<file path="src/include/adc_frame_pkg.sv">
// constants for the serial converter frame logic
package adc_frame_pkg;
	localparam int RESULT_BITS = 10;
	localparam int LEAD_ZEROS = 4;
	localparam logic [4:0] SAMPLE_END_EDGE = 5'h03;
	localparam logic [4:0] FRAME_END_EDGE = 5'h10;
	localparam logic [4:0] EDGE_ZERO = 5'h00;
	localparam logic [4:0] EDGE_ONE = 5'h01;
	localparam logic [9:0] RESULT_RESET = 10'h000;
	localparam logic [9:0] MID_SCALE = 10'h200;
endpackage : adc_frame_pkg

</file>
<file path="src/logic/adc_frame.sv">
// serial converter frame control, sampling and readout
//
// Function
// - A frame starts on the select fall alone; no serial clock pulse is needed.
// - The input is tracked from the select fall until the 3rd clock fall.
// - From the 3rd clock fall the sample is held and digitised.
// - At the 16th clock fall the data output is released and the frame ends.
// - Each frame carries four zero bits and then ten result bits.
// - The result goes out most significant bit first.
// - Result codes are plain straight binary from 000 to 3FF.
// - The conversion steps are paced by the serial clock alone.
// - The result in a frame is the sample taken in that frame.
// - After conversion the converter powers down until the next select fall.
// - With select high the device is shut down and the output is released.
// - After that first rise the next clocked frame gives a valid result.
// - Select gates the clock, starts conversion and frames the data.
`timescale 1ns/1ps
`default_nettype none
module adc_frame (
	input wire logic MCLK, // 40 MHz system clock
	input wire logic RESETN, // async reset, active low
	input wire logic CS_N, // chip select pin, active low
	input wire logic SCLK, // serial clock pin
	input wire logic [9:0] ANALOG_CODE, // quantised analog input level
	output logic RESULT_OUTPUT, // serial data out
	output logic RESULT_OUTPUT_OE, // high while data pin driven
	output logic TRACKING, // input being tracked
	output logic CONVERTER_ON, // converter powered
	output logic FRAME_VALID // frame result trusted
);

	// ==========================================
	// pin synchronisers
	logic [1:0] cs_sync_ff;
	logic [1:0] sclk_sync_ff;
	logic sclk_prev_ff;
	logic cs_prev_ff;

	always_ff @(posedge MCLK or negedge RESETN) begin
		if (!RESETN) begin
			cs_sync_ff <= 2'h3;
			// clock parks high: no false fall after reset
			sclk_sync_ff <= 2'h3;
			cs_prev_ff <= 1'b1;
			sclk_prev_ff <= 1'b1;
		end else begin
			cs_sync_ff <= {cs_sync_ff[0], CS_N};
			sclk_sync_ff <= {sclk_sync_ff[0], SCLK};
			cs_prev_ff <= cs_sync_ff[1];
			sclk_prev_ff <= sclk_sync_ff[1];
		end
	end

	logic cs_low;
	logic cs_fall;
	logic cs_rise;
	logic sclk_fall;
	assign cs_low = !cs_sync_ff[1];
	assign cs_fall = cs_prev_ff && !cs_sync_ff[1];
	assign cs_rise = !cs_prev_ff && cs_sync_ff[1];
	// clock gated by select
	assign sclk_fall = cs_low && sclk_prev_ff && !sclk_sync_ff[1];

	// ==========================================
	// frame state
	typedef enum logic [1:0] {IDLE, TRACK, CONVERT, DONE} phase_e;
	phase_e phase_ff;
	logic [4:0] edge_cnt_ff;
	logic counting;

	// data window: msb after the fall that follows the sample
	localparam logic [4:0] FIRST_DATA_EDGE =
		adc_frame_pkg::SAMPLE_END_EDGE + adc_frame_pkg::EDGE_ONE;
	localparam logic [4:0] LAST_DATA_EDGE =
		adc_frame_pkg::SAMPLE_END_EDGE + 5'(adc_frame_pkg::RESULT_BITS);

	// falls outside track and convert are refused
	assign counting = sclk_fall
		&& (phase_ff == TRACK || phase_ff == CONVERT);

	always_ff @(posedge MCLK or negedge RESETN) begin
		if (!RESETN) begin
			phase_ff <= IDLE;
			edge_cnt_ff <= adc_frame_pkg::EDGE_ZERO;
		end else if (!cs_low) begin
			phase_ff <= IDLE;
			edge_cnt_ff <= adc_frame_pkg::EDGE_ZERO;
		end else if (cs_fall) begin
			phase_ff <= TRACK;
			edge_cnt_ff <= adc_frame_pkg::EDGE_ZERO;
		end else if (counting) begin
			edge_cnt_ff <= edge_cnt_ff + adc_frame_pkg::EDGE_ONE;
			case (phase_ff)
				TRACK: begin
					if (edge_cnt_ff + adc_frame_pkg::EDGE_ONE
						== adc_frame_pkg::SAMPLE_END_EDGE)
						phase_ff <= CONVERT;
				end
				CONVERT: begin
					if (edge_cnt_ff + adc_frame_pkg::EDGE_ONE
						== adc_frame_pkg::FRAME_END_EDGE)
						phase_ff <= DONE;
				end
				default: phase_ff <= phase_ff;
			endcase
		end
	end

	// ==========================================
	// sample hold and shift out
	logic [9:0] track_ff;
	logic [9:0] held_ff;
	logic out_ff;
	logic oe_ff;

	always_ff @(posedge MCLK or negedge RESETN) begin
		if (!RESETN) begin
			track_ff <= adc_frame_pkg::RESULT_RESET;
		end else if (phase_ff == TRACK) begin
			track_ff <= ANALOG_CODE;
		end
	end

	// bit shown after fall n: zeros around the result, msb first
	function automatic logic pick_bit(input logic [4:0] n,
		input logic [9:0] v);
		logic [4:0] idx;
		idx = adc_frame_pkg::EDGE_ZERO;
		if (n < FIRST_DATA_EDGE || n > LAST_DATA_EDGE) begin
			pick_bit = 1'b0;
		end else begin
			idx = LAST_DATA_EDGE - n;
			pick_bit = v[idx[3:0]];
		end
	endfunction : pick_bit

	always_ff @(posedge MCLK or negedge RESETN) begin
		if (!RESETN) begin
			held_ff <= adc_frame_pkg::RESULT_RESET;
			out_ff <= 1'b0;
			oe_ff <= 1'b0;
		end else if (!cs_low) begin
			out_ff <= 1'b0;
			oe_ff <= 1'b0;
		end else if (cs_fall) begin
			out_ff <= 1'b0; // first leading zero
			oe_ff <= 1'b1;
		end else if (counting) begin
			if (edge_cnt_ff + adc_frame_pkg::EDGE_ONE
				== adc_frame_pkg::SAMPLE_END_EDGE)
				held_ff <= track_ff;
			if (edge_cnt_ff + adc_frame_pkg::EDGE_ONE
				>= adc_frame_pkg::FRAME_END_EDGE) begin
				oe_ff <= 1'b0;
				out_ff <= 1'b0;
			end else begin
				// fourth zero comes with the sampling fall
				out_ff <= pick_bit(edge_cnt_ff + adc_frame_pkg::EDGE_ONE,
					held_ff);
			end
		end
	end

	// ==========================================
	// power-up validity
	logic init_seen_ff;
	always_ff @(posedge MCLK or negedge RESETN) begin
		if (!RESETN)
			init_seen_ff <= 1'b0;
		else if (cs_rise)
			init_seen_ff <= 1'b1;
	end

	logic valid_ff;
	always_ff @(posedge MCLK or negedge RESETN) begin
		if (!RESETN)
			valid_ff <= 1'b0;
		else if (cs_fall)
			valid_ff <= init_seen_ff;
	end

	assign RESULT_OUTPUT = out_ff;
	assign RESULT_OUTPUT_OE = oe_ff;
	assign TRACKING = (phase_ff == TRACK);
	assign CONVERTER_ON = (phase_ff == TRACK) || (phase_ff == CONVERT);
	assign FRAME_VALID = valid_ff;

	// ==========================================
	// checks
	property p_release_at_end;
		@(posedge MCLK) disable iff (!RESETN)
		(counting && edge_cnt_ff + adc_frame_pkg::EDGE_ONE
			== adc_frame_pkg::FRAME_END_EDGE) |=> !RESULT_OUTPUT_OE;
	endproperty
	a_release_at_end: assert property (p_release_at_end)
		else $error("output not released at frame end");

	property p_high_z_when_deselected;
		@(posedge MCLK) disable iff (!RESETN)
		!cs_low |=> !RESULT_OUTPUT_OE;
	endproperty
	a_high_z_when_deselected: assert property (p_high_z_when_deselected)
		else $error("output driven while deselected");

	property p_hold_at_third;
		@(posedge MCLK) disable iff (!RESETN)
		(counting && phase_ff == TRACK
			&& edge_cnt_ff + adc_frame_pkg::EDGE_ONE
			== adc_frame_pkg::SAMPLE_END_EDGE)
			|=> phase_ff == CONVERT && held_ff == $past(track_ff);
	endproperty
	a_hold_at_third: assert property (p_hold_at_third)
		else $error("sample not held at third fall");

	property p_lead_zeros;
		@(posedge MCLK) disable iff (!RESETN)
		(RESULT_OUTPUT_OE && edge_cnt_ff < FIRST_DATA_EDGE) |-> !RESULT_OUTPUT;
	endproperty
	a_lead_zeros: assert property (p_lead_zeros)
		else $error("leading bit not zero");

	property p_msb_first;
		@(posedge MCLK) disable iff (!RESETN)
		(counting && edge_cnt_ff == adc_frame_pkg::SAMPLE_END_EDGE)
			|=> RESULT_OUTPUT == held_ff[adc_frame_pkg::RESULT_BITS - 1];
	endproperty
	a_msb_first: assert property (p_msb_first)
		else $error("bit order wrong");

	property p_no_clock_no_progress;
		@(posedge MCLK) disable iff (!RESETN)
		(cs_low && !cs_fall && !sclk_fall) |=> $stable(edge_cnt_ff);
	endproperty
	a_no_clock_no_progress: assert property (p_no_clock_no_progress)
		else $error("frame advanced without clock");

	property p_power_down;
		@(posedge MCLK) disable iff (!RESETN)
		(counting && edge_cnt_ff + adc_frame_pkg::EDGE_ONE
			== adc_frame_pkg::FRAME_END_EDGE) |=> !CONVERTER_ON;
	endproperty
	a_power_down: assert property (p_power_down)
		else $error("converter on after conversion");

	property p_track_from_fall;
		@(posedge MCLK) disable iff (!RESETN)
		(cs_low && cs_fall) |=> TRACKING;
	endproperty
	a_track_from_fall: assert property (p_track_from_fall)
		else $error("tracking not started");

	property p_valid_after_init;
		@(posedge MCLK) disable iff (!RESETN)
		(cs_fall && init_seen_ff) |=> FRAME_VALID;
	endproperty
	a_valid_after_init: assert property (p_valid_after_init)
		else $error("frame not valid after init rise");

	property p_lsb_last;
		@(posedge MCLK) disable iff (!RESETN)
		(counting && edge_cnt_ff + adc_frame_pkg::EDGE_ONE == LAST_DATA_EDGE)
			|=> RESULT_OUTPUT == held_ff[0];
	endproperty
	a_lsb_last: assert property (p_lsb_last)
		else $error("last result bit wrong");

	property p_trailing_zero;
		@(posedge MCLK) disable iff (!RESETN)
		(counting && edge_cnt_ff >= LAST_DATA_EDGE
			&& edge_cnt_ff + adc_frame_pkg::EDGE_ONE
			< adc_frame_pkg::FRAME_END_EDGE) |=> !RESULT_OUTPUT;
	endproperty
	a_trailing_zero: assert property (p_trailing_zero)
		else $error("bit after result not zero");

	property p_stay_down;
		@(posedge MCLK) disable iff (!RESETN)
		(!CONVERTER_ON && !cs_fall) |=> !CONVERTER_ON;
	endproperty
	a_stay_down: assert property (p_stay_down)
		else $error("converter woke without select fall");

	property p_drive_from_fall;
		@(posedge MCLK) disable iff (!RESETN)
		cs_fall |=> RESULT_OUTPUT_OE && !RESULT_OUTPUT;
	endproperty
	a_drive_from_fall: assert property (p_drive_from_fall)
		else $error("output not driven low at select fall");

	property p_bit_stands;
		@(posedge MCLK) disable iff (!RESETN)
		(RESULT_OUTPUT_OE && cs_low && !counting && !cs_fall)
			|=> $stable(RESULT_OUTPUT);
	endproperty
	a_bit_stands: assert property (p_bit_stands)
		else $error("output bit changed between falls");

	property p_first_frame_untrusted;
		@(posedge MCLK) disable iff (!RESETN)
		(cs_fall && !init_seen_ff) |=> !FRAME_VALID;
	endproperty
	a_first_frame_untrusted: assert property (p_first_frame_untrusted)
		else $error("frame trusted before init rise");

	property p_count_cleared;
		@(posedge MCLK) disable iff (!RESETN)
		!cs_low |=> edge_cnt_ff == adc_frame_pkg::EDGE_ZERO;
	endproperty
	a_count_cleared: assert property (p_count_cleared)
		else $error("fall count kept while deselected");

endmodule : adc_frame
`default_nettype wire

</file>
<file path="config.mk">
export PLATFORM = sky130hd
export DESIGN_NAME = adc_frame
export DESIGN_NICKNAME = d
export VERILOG_FILES = /design/src/include/adc_frame_pkg.sv /design/src/logic/adc_frame.sv
export SDC_FILE = /design/constraint.sdc
export NUM_CORES = 1
export LEC_CHECK = 0
export ABC_AREA = 1
export BUFFER_PORTS_ARGS = -buffer_cell sky130_fd_sc_hd__buf_4
export CAP_MARGIN = 40
export CORE_MARGIN = 8
export CORE_UTILIZATION = 30
export DETAILED_ROUTE_END_ITERATION = 16
export GPL_ROUTABILITY_DRIVEN = 0
export PLACE_DENSITY_LB_ADDON = 0.3
export SETUP_SLACK_MARGIN = 0.5
export SKIP_CTS_REPAIR_TIMING = 1
export SLEW_MARGIN = 10
export SYNTH_ARGS = -nofsm -noshare
export SYNTH_HDL_FRONTEND = slang
export SYNTH_SLANG_ARGS = --single-unit
</file>
<file path="constraint.sdc">
create_clock -name MCLK -period 2 [get_ports MCLK]
set_clock_uncertainty 0.15 [all_clocks]
set_input_delay 0.2 -clock MCLK [delete_from_list [all_inputs] [get_ports MCLK]]
set_output_delay 0.2 -clock MCLK [all_outputs]
set_load 0.01 [all_outputs]
</file>
==> results.py <==
metrics = {
    "pwr": {
        "ir_drop_v": 0.0004632,
        "power.density_mw_per_mm2": 792.2,
        "leakage_nw": 1.245,
    },
    "sta": {
        "rsz0062_at_grt": "true",
        "relSlewSlack": 0.6729,
        "hold_viol": 0,
        "worst_pin_slew_ns": 0.4906,
        "maxSlewViolCount": 0,
        "timing.final.crit_share": 0.9370,
        "finalSetupViolCount": 0,
        "fin_setup_tns_ns": 0,
        "min_period_ns": 1.874,
        "clock.fmax_mhz": 533.6,
        "fin_ws_ns": 0.1260,
    },
    "logic_synthesis": {
        "synth_fp_nets": 237,
        "synth_edf_count": 0,
        "yosysWarnings": 0,
        "async_flop_share": 1.000,
        "ys.flop_type": "dfrtp_1",
        "netlist_area_mm2": 0.001808,
        "yosysUniqueCellTypes": 26,
        "ys_seq_area_frac": 0.5163,
        "synth_cells": 216,
        "ys_ff_latch": 37,
        "syn_avg_cell_area_um2": 8.370,
    },
    "layout": {
        "drive_gt1_frac": 0.3358,
        "fin_cells": 349,
        "nNetsFinal": 294,
        "n_antenna_cell": 0,
        "fin_area_mm2": 0.002565,
        "area_delta_synth_final_pct": 41.87,
    },
    "clock_tree": {
        "clk_pin_slew_ns": 0.08,
        "clock-sinks": 37,
        "clockBufferDepth": 2,
        "htreeDepth": 2,
        "cts_tree": "built",
        "root_buffer": "clkbuf_8",
        "clkLatencyLatePin_ns": 0.29,
        "cts_buffers": 5,
    },
    "critical_path": {
        "r2r-start": "edge_cnt_ff[0]",
        "setup.worst_path.start": "edge_cnt_ff[0]",
        "r2r-end": "RESULT_OUTPUT",
        "critPathCapture": "RESULT_OUTPUT",
        "rr_worst_depth": 9,
        "crit_required_ns": 2.04,
        "crit_type": "reg2reg",
        "critPathArrivalTime_ns": 1.91,
        "start_kind": "flip-flop",
        "regToRegSetupSlack_ns": 0.13,
        "crit_path_end_kind": "flip-flop",
        "cp_max_fo": 6,
    },
    "detailed_routing": {
        "first_pass_iters": 4,
        "drc_errors": 0,
        "vias_per_cell": 4.307,
        "ant_nets": 0,
        "vias": 1503,
        "wl_per_cell_um": 11.59,
        "drt_iter0_drc": 40,
        "wirelength_mm": 4.044,
    },
    "die": {
        "pin_count": 19,
        "die_w_um": 93.63,
        "dieArea_mm2": 0.008767,
        "row_count": 28,
        "fp.coreArea_mm2": 0.005886,
        "die-height_um": 93.63,
        "initial_core_util": 0.3072,
    },
    "place": {
        "dp_slack_ns": 0.1013,
        "port_buffers": 18,
        "dpl-instance-area_mm2": 0.002066,
        "place_hpwl_mm": 2.587,
        "placed_cells": 309,
    },
    "grt": {
        "grt_pass1_wl_mm": 6.265,
        "antenna_found_initial": 0,
        "grt_pass1_vias": 1398,
        "gr-total-overflow": 0,
        "grtUsageTotal": 0.09008,
        "grt_max_degree": 38,
    },
    "run_status": {
        "status": "complete, no violations",
    },
    "run": {
        "cap_viol_max_count": 0,
    },
    "min_path": {
        "min_path_type": "reg2reg",
    },
}
-- metrics by stage --
stage	util	hold slack, ns	power (mW)
after floorplan	-	-0.2456	1.141
after global placement	0.3510	0.04777	1.252
after detailed placement	0.3510	0.05272	1.257
after CTS	0.3714	-0.2689	1.947
after global routing	0.4358	0.2102	2.165
final	0.4358	0.2065	2.032
-- final cells by class --
| type | count | area [um2] |
|---|---|---|
| Timing Repair inverter | 1 | 7.507 |
| Fill cell | 582 | 3321 |
| Tap cell | 75 | 93.84 |
| Multi-Input combinational cell | 150 | 835.8 |
| Timing Repair Buffer | 55 | 471.7 |
| Clock buffer | 6 | 82.58 |
| Clock inverter | 2 | 37.54 |
| Sequential cell | 37 | 935.9 |
| Inverter | 23 | 100.1 |
-- cells by family after synthesis --
group           Yosys count  share of synthesized area
compound gates           28                    0.08166
fa+ha+maj                 7                    0.04844
buf+inv                  29                    0.07059
flops                    37                     0.5163
simple gates            115                     0.2831
-- worst min-delay path by stage --
stage / start / endpoint / slack, ns / depth (start not counted)
after floorplan: RESETN / FRAME_VALID / -0.25 / 0
after global placement: RESETN / edge_cnt_ff[4] / 0.05 / 1
after detailed placement: RESETN / edge_cnt_ff[3] / 0.05 / 1
after CTS: RESETN / RESULT_OUTPUT_OE / -0.27 / 1
after global routing: cs_sync_ff[0] / cs_sync_ff[1] / 0.21 / 0
final: sclk_sync_ff[0] / sclk_sync_ff[1] / 0.21 / 0
-- synthesized netlist by cell type (2+ instances only) --
cell type,count,area (um2)
nand2_1,83,311.6
dfrtp_1,31,775.7
inv_1,17,63.81
nand3_1,11,55.05
o21ai_0,11,55.05
o21ai_1,8,40.04
ha_1,7,87.58
dfstp_2,6,157.7
nand2_2,6,37.54
a21oi_1,5,25.02
inv_2,5,18.77
nor2_1,5,18.77
buf_4,3,22.52
nand4_1,3,18.77
clkbuf_1,2,7.510
nand3b_1,2,15.01
o22ai_1,2,12.51
-- metal layers --
layer | wire [um] | global-route usage | vias up
met5 | 0 | 0 | -
li1 | - | - | 796
met2 | 1834 | 0.1345 | 20
met1 | 1948 | 0.1113 | 680
met3 | 151 | 0.02804 | 7
met4 | 110 | 0.05416 | 0
-- sequential cells by signal, summed over array words and instances (netlist names) --
name	cells
FRAME_VALID	1
track_ff	10
cs_sync_ff	2
cs_prev_ff	1
RESULT_OUTPUT_OE	1
phase_ff	2
held_ff	10
sclk_sync_ff	2
edge_cnt_ff	5
sclk_prev_ff	1
RESULT_OUTPUT	1
init_seen_ff	1
-- power breakdown --
| part | internal, mW | switching, mW | total [mW] |
|---|---|---|---|
| Clock | 0.406 | 0.275 | 0.680 |
| Sequential | 0.875 | 0.0716 | 0.947 |
| Combinational | 0.201 | 0.205 | 0.405 |
| Total | 1.48 | 0.551 | 2.03 |
-- layout by cell type (no fill, tap or decap), drive strengths merged --
master and count:
nand3 12, dfstp 6, clkbuf 6, clkinvlp 3, inv 22, o31ai 1, o21ai 19, o21bai 1
nand4 3, bufinv 1, dfrtp 31, nand2 90, nor2 7, nand3b 2, o22ai 2, ha 7
dlygate4sd3 13, buf 42, a21oi 5, nor3 1
-- worst max-delay path, cell delays in order, from the launching register on --
cell and delay (ns):
dfrtp_2 0.44, buf_6 0.14, inv_8 0.06, ha_4 0.21, ha_1 0.32, a21oi_1 0.13, nand3b_1 0.12, nor2_1 0.05
nand2_1 0.09, nand2_1 0.06
(Power assumes the default switching activity.)
